--- config.mk ---
export PLATFORM = sky130hd
export DESIGN_NAME = osx_exec
export DESIGN_NICKNAME = d
export VERILOG_FILES = /design/src/common/osx_pkg.sv /design/src/hdl/osx_spage.sv /design/src/hdl/osx_exec.sv
export SDC_FILE = /design/constraint.sdc
export NUM_CORES = 1
export LEC_CHECK = 0
export ABC_AREA = 1
export ABC_CLOCK_PERIOD_IN_PS = 2550
export BUFFER_PORTS_ARGS = -buffer_cell sky130_fd_sc_hd__clkbuf_2
export CORE_ASPECT_RATIO = 0.8
export CORE_MARGIN = 4
export CORE_UTILIZATION = 45
export DETAILED_ROUTE_END_ITERATION = 16
export GPL_TIMING_DRIVEN = 1
export PLACE_DENSITY = 0.74
export SLEW_MARGIN = 40
export SYNTH_ARGS = -nofsm -noshare
export SYNTH_HDL_FRONTEND = slang
export SYNTH_SLANG_ARGS = --single-unit
--- constraint.sdc ---
create_clock -name I_CLK_SYS -period 2.55 [get_ports I_CLK_SYS]
set_input_delay 0.51 -clock I_CLK_SYS [delete_from_list [all_inputs] [get_ports I_CLK_SYS]]
set_output_delay 0.51 -clock I_CLK_SYS [all_outputs]
set_load 0.01 [all_outputs]
--- src/common/osx_pkg.sv ---
// Package of constants and types for the OR, special-page and branch unit
package osx_pkg;
  // ****************************************************
  // Widths and vectors
  // ****************************************************
  localparam int PC_W = 11;
  localparam int DATA_W = 8;
  localparam int RAM_AW = 7;
  localparam int SPG_IDX_W = 4;
  localparam logic [10:0] TRAP_VECTOR = 11'h001;
  localparam logic [3:0] SPG_IDX_MIN = 4'h5;
  localparam logic [3:0] SPG_IDX_MAX = 4'hf;
  localparam logic [7:0] ACC_RESET = 8'h00;
  localparam logic [10:0] PC_RESET = 11'h000;
  localparam logic [7:0] SPG_RESET = 8'h00;
  // ****************************************************
  // Cycle counts
  // ****************************************************
  localparam logic [1:0] TRAP_CYCLES = 2'h3;
  localparam logic [1:0] JUMP_CYCLES = 2'h2;
  localparam logic [1:0] ONE_CYCLE = 2'h1;

  typedef enum logic [5:0] {
    OSX_OP_NONE = 6'h01,
    OSX_OP_TRAP = 6'h02,
    OSX_OP_OR_IMM = 6'h04,
    OSX_OP_OR_REG = 6'h08,
    OSX_OP_SPG_ST = 6'h10,
    OSX_OP_SPG_LD = 6'h20
  } osx_op_t;

  typedef struct packed {
    logic valid;
    osx_op_t op;
    logic long_jump;
    logic [7:0] imm;
    logic [6:0] addr;
    logic dest;
    logic [3:0] spg_idx;
    logic [10:0] target;
  } osx_cmd_t;

  typedef struct packed {
    logic push;
    logic [10:0] push_addr;
    logic ram_we;
    logic [6:0] ram_addr;
    logic [7:0] ram_wdata;
  } osx_mem_t;
endpackage : osx_pkg

--- src/hdl/osx_spage.sv ---
// Second special-function page register array
`timescale 1ns/10ps
module osx_spage #(
  parameter int IDX_W = 4
) (
  input wire logic i_clk,
  input wire logic i_rst_b,
  input wire logic i_we,
  input wire logic [IDX_W-1:0] i_idx,
  input wire logic [7:0] i_wdata,
  output logic [7:0] o_rdata
);
  import osx_pkg::*;
  logic [7:0] mem_r [0:(1<<IDX_W)-1];
  logic [7:0] mem_nxt [0:(1<<IDX_W)-1];

  generate
    if (IDX_W != SPG_IDX_W) begin : g_bad_idx_width
      $error("osx_spage: index width unsupported");
    end
  endgenerate

  // ****************************************************
  // One register per index
  // ****************************************************
  genvar g;
  generate
    for (g = 0; g < (1<<IDX_W); g++) begin : g_reg
      always_comb begin
        mem_nxt[g] = mem_r[g];
        if (i_we && (i_idx == IDX_W'(g)) && (IDX_W'(g) >= SPG_IDX_MIN)) begin
          mem_nxt[g] = i_wdata;
        end
      end
      always_ff @(posedge i_clk or negedge i_rst_b) begin
        if (!i_rst_b) begin
          mem_r[g] <= SPG_RESET;
        end else begin
          mem_r[g] <= mem_nxt[g];
        end
      end
    end
  endgenerate

  // Indices below the page window read as zero
  assign o_rdata = (i_idx >= SPG_IDX_MIN) ? mem_r[i_idx] : 8'h00;
endmodule : osx_spage

--- src/hdl/osx_exec.sv ---
// Execution unit for trap, OR, special-page move and long jump
//
// Overview of operation
// - Trap pushes the next address, loads vector 0x001, takes three cycles.
// - Immediate OR writes the accumulator, updates zero, takes one cycle.
// - Memory OR of byte 0..127 writes accumulator or byte, in one cycle.
// - Page store copies the accumulator to page register 5..15, flags kept.
// - Page load copies page register 5..15 to the accumulator, flags kept.
// - Long jump loads the 11-bit target into the pc and takes two cycles.
`timescale 1ns/10ps
module osx_exec #(
  parameter int PC_WIDTH = 11
) (
  input wire logic I_CLK_SYS,
  input wire logic I_RST_B,
  input wire osx_pkg::osx_cmd_t I_CMD,
  input wire logic [7:0] I_RAM_RDATA,
  output logic O_READY,
  output osx_pkg::osx_mem_t O_MEM,
  output logic [PC_WIDTH-1:0] O_PC,
  output logic [7:0] O_ACCUMULATOR,
  output logic O_ZERO
);
  import osx_pkg::*;

  // ****************************************************
  // Parameter check
  // ****************************************************
  generate
    if (PC_WIDTH != PC_W) begin : g_bad_pc_width
      $error("osx_exec: program counter width unsupported");
    end
  endgenerate

  typedef enum logic [2:0] {
    OSX_ST_IDLE = 3'h1,
    OSX_ST_BUSY = 3'h2,
    OSX_ST_LAST = 3'h4
  } osx_state_t;

  // ****************************************************
  // Declarations
  // ****************************************************
  osx_state_t state_r;
  osx_state_t state_nxt;
  logic [1:0] cnt_r;
  logic [1:0] cnt_nxt;
  logic [10:0] pc_r;
  logic [10:0] pc_nxt;
  logic [7:0] acc_r;
  logic [7:0] acc_nxt;
  logic zero_r;
  logic zero_nxt;
  osx_mem_t mem_r;
  osx_mem_t mem_nxt;
  logic take;
  logic op_take;
  logic is_trap;
  logic is_or_imm;
  logic is_or_reg;
  logic is_spg_st;
  logic is_spg_ld;
  logic spg_in_page;
  logic spg_we;
  logic [7:0] spg_rdata;
  logic [7:0] or_res;

  // ****************************************************
  // Decode
  // ****************************************************
  assign take = I_CMD.valid && (state_r == OSX_ST_IDLE);
  assign op_take = take && !I_CMD.long_jump;
  assign is_trap = op_take && (I_CMD.op == OSX_OP_TRAP);
  assign is_or_imm = op_take && (I_CMD.op == OSX_OP_OR_IMM);
  assign is_or_reg = op_take && (I_CMD.op == OSX_OP_OR_REG);
  assign is_spg_st = op_take && (I_CMD.op == OSX_OP_SPG_ST);
  assign is_spg_ld = op_take && (I_CMD.op == OSX_OP_SPG_LD);
  assign spg_in_page = (I_CMD.spg_idx >= SPG_IDX_MIN);
  assign spg_we = is_spg_st && spg_in_page;

  // OR operand select
  always_comb begin
    or_res = acc_r | I_CMD.imm;
    if (is_or_reg) begin
      or_res = acc_r | I_RAM_RDATA;
    end
  end

  // ****************************************************
  // Special-function page
  // ****************************************************
  osx_spage #(
    .IDX_W(SPG_IDX_W)
  ) u_spage (
    .i_clk(I_CLK_SYS),
    .i_rst_b(I_RST_B),
    .i_we(spg_we),
    .i_idx(I_CMD.spg_idx),
    .i_wdata(acc_r),
    .o_rdata(spg_rdata)
  );

  // ****************************************************
  // Sequencer
  // ****************************************************
  always_comb begin
    state_nxt = state_r;
    cnt_nxt = cnt_r;
    case (state_r)
      OSX_ST_IDLE: begin
        if (take && I_CMD.long_jump) begin
          cnt_nxt = JUMP_CYCLES - 2'h1;
          state_nxt = OSX_ST_LAST;
        end else if (is_trap) begin
          cnt_nxt = TRAP_CYCLES - 2'h1;
          state_nxt = OSX_ST_BUSY;
        end
      end
      OSX_ST_BUSY: begin
        cnt_nxt = cnt_r - 2'h1;
        if (cnt_r == 2'h2) begin
          state_nxt = OSX_ST_LAST;
        end
      end
      OSX_ST_LAST: begin
        cnt_nxt = 2'h0;
        state_nxt = OSX_ST_IDLE;
      end
      default: begin
        cnt_nxt = 2'h0;
        state_nxt = OSX_ST_IDLE;
      end
    endcase
  end

  always_ff @(posedge I_CLK_SYS or negedge I_RST_B) begin
    if (!I_RST_B) begin
      state_r <= OSX_ST_IDLE;
      cnt_r <= 2'h0;
    end else begin
      state_r <= state_nxt;
      cnt_r <= cnt_nxt;
    end
  end

  // ****************************************************
  // Program counter
  // ****************************************************
  always_comb begin
    pc_nxt = pc_r;
    if (take) begin
      if (I_CMD.long_jump) begin
        pc_nxt = I_CMD.target;
      end else if (is_trap) begin
        pc_nxt = TRAP_VECTOR;
      end else begin
        pc_nxt = pc_r + 11'h001;
      end
    end
  end

  always_ff @(posedge I_CLK_SYS or negedge I_RST_B) begin
    if (!I_RST_B) begin
      pc_r <= PC_RESET;
    end else begin
      pc_r <= pc_nxt;
    end
  end

  // ****************************************************
  // Accumulator and zero flag
  // ****************************************************
  always_comb begin
    acc_nxt = acc_r;
    zero_nxt = zero_r;
    if (is_or_imm) begin
      acc_nxt = or_res;
      zero_nxt = (or_res == 8'h00);
    end else if (is_or_reg) begin
      zero_nxt = (or_res == 8'h00);
      if (!I_CMD.dest) begin
        acc_nxt = or_res;
      end
    end else if (is_spg_ld && spg_in_page) begin
      acc_nxt = spg_rdata;
    end
  end

  always_ff @(posedge I_CLK_SYS or negedge I_RST_B) begin
    if (!I_RST_B) begin
      acc_r <= ACC_RESET;
      zero_r <= 1'b0;
    end else begin
      acc_r <= acc_nxt;
      zero_r <= zero_nxt;
    end
  end

  // ****************************************************
  // Stack and data memory pulses
  // ****************************************************
  always_comb begin
    mem_nxt = '0;
    if (is_trap) begin
      mem_nxt.push = 1'b1;
      mem_nxt.push_addr = pc_r + 11'h001;
    end
    if (is_or_reg && I_CMD.dest) begin
      mem_nxt.ram_we = 1'b1;
      mem_nxt.ram_addr = I_CMD.addr;
      mem_nxt.ram_wdata = or_res;
    end
  end

  always_ff @(posedge I_CLK_SYS or negedge I_RST_B) begin
    if (!I_RST_B) begin
      mem_r <= '0;
    end else begin
      mem_r <= mem_nxt;
    end
  end

  // ****************************************************
  // Outputs
  // ****************************************************
  assign O_READY = (state_r == OSX_ST_IDLE);
  assign O_MEM = mem_r;
  assign O_PC = pc_r;
  assign O_ACCUMULATOR = acc_r;
  assign O_ZERO = zero_r;
endmodule : osx_exec

### After elaboration in Yosys (flattened, before gate mapping)

Cells that the tools add are included.
W data, S select, Z words.

* $add $sub $neg: 2
* order comparisons: 2
* equality and inequality tests: 22
* mux-type cells: 22
* bitwise gates (word level): 3
* reductions and logical operators: 28

Operators by type and width (count)
* $mux W8: 8
* $bmux W8 S4: 1
* $eq A4 B4 Y1 const B: 8
* $logic_and A1 B1 Y1: 22
* $mux W11: 2
* $mux W16: 1
* $or A8 B8 Y8: 2
* $eq A4 B3 Y1 const B: 3
* $mux W12: 1
* $add A11 B1 Y11 const B: 1
* $mux W3: 3
* $logic_not A8 Y1: 1
* $eq A6 B2 Y1 const B: 1
* $eq A6 B3 Y1 const B: 1
* $eq A6 B4 Y1 const B: 1
* $eq A6 B5 Y1 const B: 1
* $eq A6 B6 Y1 const B: 1
* $pmux W3 S2: 1
* $ge A5 B5 Y1 const B: 1
* $not A4 Y5: 1
* $ge A4 B3 Y1 const B: 1
* $mux W2: 2
* $pmux W2 S2: 1
* $reduce_and A2 Y1: 2
* 11 further kinds: 12

* bits in registers: 141
* input bits: 49
* output and inout bits: 49
* logic and storage cells: 100

### Logic depth before layout (Yosys ltp)

* depth after elaboration: 8
* depth in mapped cells: 12
* gate-level depth less buffers: 12

### By module

Synthesis repeated with hierarchy kept, for this count alone.

* cells, all modules: 835
* area total of the unflattened synthesis: 6744.0 µm²

Modules (own cells, without submodules)
* osx_spage: instances 1, cells each 540, area an instance 4189.0 µm²
* osx_exec: instances 1, cells each 295, area an instance 2555.0 µm²

### Worst setup path before layout

No wires, ideal clock.

* kind: input -> register
* start: in I_CMD[33] (netlist name)
* end: reg u_spage.mem_r[45] (netlist name)
* setup time: 0.133 ns
* arrival time: 1.592 ns
* data required time: 2.417 ns
* slack: 0.825 ns
* stages on the path: 8
* cell sequence: nor2_1 nand4_1 nand3b_4 nor3_4 nand2_2 buf_6 nand2_1 o21ai_0

* word-level cells in the longest chain between the ends: 4

RTL lines
* start, declared: RTL line osx_exec.sv:16 `input wire osx_pkg::osx_cmd_t I_CMD,`
* $eq A6 B5 Y1: RTL line osx_exec.sv:76 `assign is_spg_st = op_take && (I_CMD.op == OSX_OP_SPG_ST);`
* $logic_and A1 B1 Y1: RTL line osx_exec.sv:76
* $logic_and A1 B1 Y1: RTL line osx_exec.sv:79 `assign spg_we = is_spg_st && spg_in_page;`
* $logic_and A1 B1 Y1: RTL line osx_spage.sv:31 `if (i_we && (i_idx == IDX_W'(g)) && (IDX_W'(g) >= SPG_IDX_MIN)) begin`
* end signal, assigned by index: RTL line osx_spage.sv:39 `mem_r[g] <= mem_nxt[g];`
* end, declared: RTL line osx_spage.sv:14 `logic [7:0] mem_r [0:(1<<IDX_W)-1];`

Every way passes these cells.
A chain may end at the register's enable or synchronous reset.

### Final worst setup path

* start: reg state_r[0]
* end: reg acc_r[5] (netlist: O_ACCUMULATOR[5])

* word-level cells in the longest chain between the ends: 8
* elaborated cells between the ends (all ways): 14

RTL lines
* start, declared: RTL line osx_exec.sv:44 `osx_state_t state_r;`
* start signal, assigned: RTL line osx_exec.sv:141 `state_r <= state_nxt;`
* $eq A3 B1 Y1 (*): RTL line osx_exec.sv:71 `assign take = I_CMD.valid && (state_r == OSX_ST_IDLE);`
* $logic_and A1 B1 Y1 (*): RTL line osx_exec.sv:71
* $logic_and A1 B1 Y1 (*): RTL line osx_exec.sv:72 `assign op_take = take && !I_CMD.long_jump;`
* $logic_and A1 B1 Y1: RTL line osx_exec.sv:75 `assign is_or_reg = op_take && (I_CMD.op == OSX_OP_OR_REG);`
* $mux W8: RTL line osx_exec.sv:84 `if (is_or_reg) begin`
* $mux W8: RTL line osx_exec.sv:181 `if (!I_CMD.dest) begin`
* $mux W8: RTL line osx_exec.sv:179 `end else if (is_or_reg) begin`
* $mux W8: RTL line osx_exec.sv:176 `if (is_or_imm) begin`
* end signal, assigned: RTL line osx_exec.sv:194 `acc_r <= acc_nxt;`
* end, declared: RTL line osx_exec.sv:50 `logic [7:0] acc_r;`

Every way passes the cells marked *; elsewhere a longest branch is shown, timed or not. The select of a mux whose other input is x is not followed.

==> flow_metrics.tcl <==
set metrics [dict create \
    outcome "complete, no violations" \
    floorplan.rows 38 \
    quantity_of_gates_resized_following_cts 0 \
    number_of_violations_reported_at_the_end_of_detailed_routing_iteration_0 484 \
    syn_area_sq_mm 0.00642 \
    first_global_vias 5252 \
    antenna_cells_inserted 0 \
    reg2regPathDepth 12 \
    worst-path-max-fanout 10 \
    ys_async_sr_fraction 1.00 \
    synth_cells 752 \
    cts_tree "built" \
    worst_hold_slack_ns 0.0997 \
    timing_worst_slew_pin_value_ns 0.623 \
    setup.worst_path.class "reg -> reg" \
    synthesis.yosys.warnings 0 \
    die-area_sq_mm 0.0163 \
    r2r_endpoint "O_ACCUMULATOR[5]$_DFFE_PN0P_" \
    dieWidth_um 142 \
    finish.net_count 898 \
    gp_congestion 0.852 \
    combPwrFrac 0.119 \
    detail_route.vias_per_cell 5.18 \
    clock.fmax_ghz 0.487 \
    static-leakage-power_nw 3.94 \
    hold_viol_final 0 \
    floorplan.core_area_sq_mm 0.0138 \
    routed_via_count 5385 \
    grt.total_usage 0.212 \
    overflow 0 \
    cts_hold_buf 0 \
    power_switching_share 0.280 \
    synth_area_leaders "sky130_fd_sc_hd__dfrtp_1, sky130_fd_sc_hd__nand2_1, sky130_fd_sc_hd__o21ai_0" \
    switching_power_mw 1.60 \
    cts-root-buf "sky130_fd_sc_hd__clkbuf_16" \
    power.share.clock 0.447 \
    detail_route.wirelength_um 16500 \
    share_seq_of_total_power 0.434 \
    p_per_cell_area_mw_per_mm2 749 \
    fp.dieH_um 115 \
    post_drt_wl_per_cell_um 15.9 \
    synth-edff-count 0 \
    timing.final.max_slew_violations 0 \
    drc 0 \
    grt_setup_unrepaired "no" \
    htree_levels 4 \
    postRouteAntennaNets 0 \
    synthDominantCellAreaShare 0.545 \
    grt_max_degree 65 \
    start_util 0.466 \
    synth-main-ff-cell "sky130_fd_sc_hd__dfrtp_1" \
    max-cap-violations 0 \
    hold_class "in -> async" \
    drive_above_1_share 0.197 \
    post-cts-setup-buffer-count 0 \
    power.internal_mw 4.12 \
    worstSetupEndpointType "flop" \
    clock_path_buffers 2 \
    regToRegStartpoint "state_r[0]$_DFFE_PN1P_" \
    clock_insertion_delay_worst_skew_ns 0.42 \
    synth.net_count 803 \
    setup_slack_reg_to_reg_ns 0.49 \
    synth-seq-cells 141 \
    timing.critical_path.arrival_ns 2.42 \
    finalCriticalPeriod_ns 2.06 \
    initial_antenna_violation_count 0 \
    dr.pass1.iters 5 \
    clk_transition_reported_paths_ns 0.07 \
    setup-violations-final 0 \
    cts_buffers 17 \
    areaGrowthSynthToFinish_pct 19.0 \
    synth-seq-area-share 0.549 \
    worst_path_largest_cell_delay_ns 0.56 \
    post-route-period-util 0.806 \
    synth_commonest_cells "sky130_fd_sc_hd__nand2_1, sky130_fd_sc_hd__dfrtp_1, sky130_fd_sc_hd__o21ai_0" \
    synth.most_common_cell "sky130_fd_sc_hd__nand2_1" \
    power.ir.vdd_worst_v 0.000490 \
    wire_length_of_the_first_global_routing_pass_um 27300 \
    number_of_buffers_inserted_by_port_buffering 97 \
    finalClockSkew_ns 0.00995 \
    finalSetupTns_ns 0 \
    worst_path_required_ns 2.91 \
    netlist.top_cell.by_area "sky130_fd_sc_hd__dfrtp_1" \
    top_level_ports 98 \
    crit_chain "inv_1, nor2_1, nand4_2, nor2_2, inv_2, nand2_2, inv_2, nand2_1, nand2_2, inv_2, nand2_1, nand2_1" \
    dp_hpwl_um 11300 \
    postSynthAreaPerCell_sq_um 8.54 \
    timing.critical_path.slowest_stage_cell "sky130_fd_sc_hd__dfstp_2" \
    clock-sinks 141 \
    worstSetupStartpointType "flop" \
    timing.slew.headroom 0.585 \
    synth_cell_type_count 35 \
]
power by group through the flow:
stage                     sequential [mW]  clock, mW  combinational [mW]
final                                2.48       2.56               0.681
after global routing                 2.50       2.68               0.773
after CTS                            2.48       2.60               0.685
after detailed placement             2.52          0               0.679
after global placement               2.52          0               0.668
after floorplan                      2.53          0               0.361
critical path: cells and delay by family (launching register included):
family        cells  cell delay, ns
buf+inv           4            0.39
simple gates      8            1.04
flops             1            0.56
flip-flops by register name, summed over array words and instances (netlist names):
register / count
O_ACCUMULATOR: 8
O_MEM: 28
O_PC: 11
O_ZERO: 1
cnt_r: 2
state_r: 3
u_spage.mem_r: 88
per-stage QoR:
stage	instances	util	area, sq um	worst slack [ns]	power [mW]
2_1_floorplan	752	-	6420	0.825	2.89
3_3_place_gp	1008	0.510	7040	0.484	3.19
3_5_place_dp	1008	0.510	7040	0.402	3.20
4_1_cts	1040	0.554	7640	0.516	5.76
5_1_grt	1040	0.554	7640	0.279	5.96
6_report	1040	0.554	7640	0.495	5.72
per-layer routing:
metal | GRT usage | part of all wire | routed length (um)
met2 | 0.307 | 0.43 | 7080
met1 | 0.309 | 0.47 | 7800
met5 | 0 | 0 | 0
met4 | 0.0627 | 0.014 | 225
met3 | 0.0620 | 0.087 | 1430
cell type report:
cell class	count	area, sq um
inverters	67	251
repair buffers	108	587
well taps	180	225
clock inverters	13	155
fillers	1268	6140
flip-flops and latches	141	3530
clock buffers	19	453
multi-input cells	512	2440
how the worst max path moves through the flow:
stage          slack, ns                   start                             to
2_1_floorplan       0.83               I_CMD[33]  u_spage.mem_r[45]$_DFFE_PN0P_
3_3_place_gp        0.48               I_CMD[33]  u_spage.mem_r[77]$_DFFE_PN0P_
3_5_place_dp        0.40               I_CMD[33]  u_spage.mem_r[77]$_DFFE_PN0P_
4_1_cts             0.52  state_r[0]$_DFFE_PN1P_   O_ACCUMULATOR[3]$_DFFE_PN0P_
5_1_grt             0.28  state_r[0]$_DFFE_PN1P_  u_spage.mem_r[84]$_DFFE_PN0P_
6_report            0.49  state_r[0]$_DFFE_PN1P_   O_ACCUMULATOR[5]$_DFFE_PN0P_
layout by cell type, fill, tap and decap left out, types with 2 or more instances in the layout:
master / Yosys / routed
sky130_fd_sc_hd__a21oi_1: 4 / 4
sky130_fd_sc_hd__a22oi_1: 44 / 44
sky130_fd_sc_hd__buf_4: 1 / 10
sky130_fd_sc_hd__bufinv_16: 0 / 2
sky130_fd_sc_hd__clkbuf_16: 0 / 17
sky130_fd_sc_hd__clkbuf_2: 0 / 96
sky130_fd_sc_hd__clkbuf_8: 0 / 2
sky130_fd_sc_hd__clkinv_1: 2 / 2
sky130_fd_sc_hd__clkinv_4: 0 / 2
sky130_fd_sc_hd__clkinvlp_4: 0 / 3
sky130_fd_sc_hd__dfrtp_1: 140 / 140
sky130_fd_sc_hd__ha_1: 2 / 2
sky130_fd_sc_hd__inv_1: 58 / 58
sky130_fd_sc_hd__inv_2: 7 / 7
sky130_fd_sc_hd__inv_6: 0 / 5
sky130_fd_sc_hd__nand2_1: 242 / 242
sky130_fd_sc_hd__nand2_2: 11 / 11
sky130_fd_sc_hd__nand3_1: 26 / 26
sky130_fd_sc_hd__nand4_1: 4 / 4
sky130_fd_sc_hd__nand4_2: 2 / 2
sky130_fd_sc_hd__nor2_1: 53 / 53
sky130_fd_sc_hd__nor2_2: 2 / 2
sky130_fd_sc_hd__nor3_1: 4 / 4
sky130_fd_sc_hd__o211ai_1: 2 / 2
sky130_fd_sc_hd__o21ai_0: 95 / 95
sky130_fd_sc_hd__o21ai_1: 3 / 3
sky130_fd_sc_hd__xor2_1: 8 / 8
kinds of logic (layout without fill, tap and decap cells):
family          Yosys count  after routing  share of synthesized area
buf+inv                  99            207                     0.0701
fa+ha+maj                 2              2                    0.00389
compound gates          151            151                      0.137
simple gates            351            351                      0.228
flops                   141            141                      0.549
xor+xnor                  8              8                     0.0109
(Power assumes the default switching activity.)
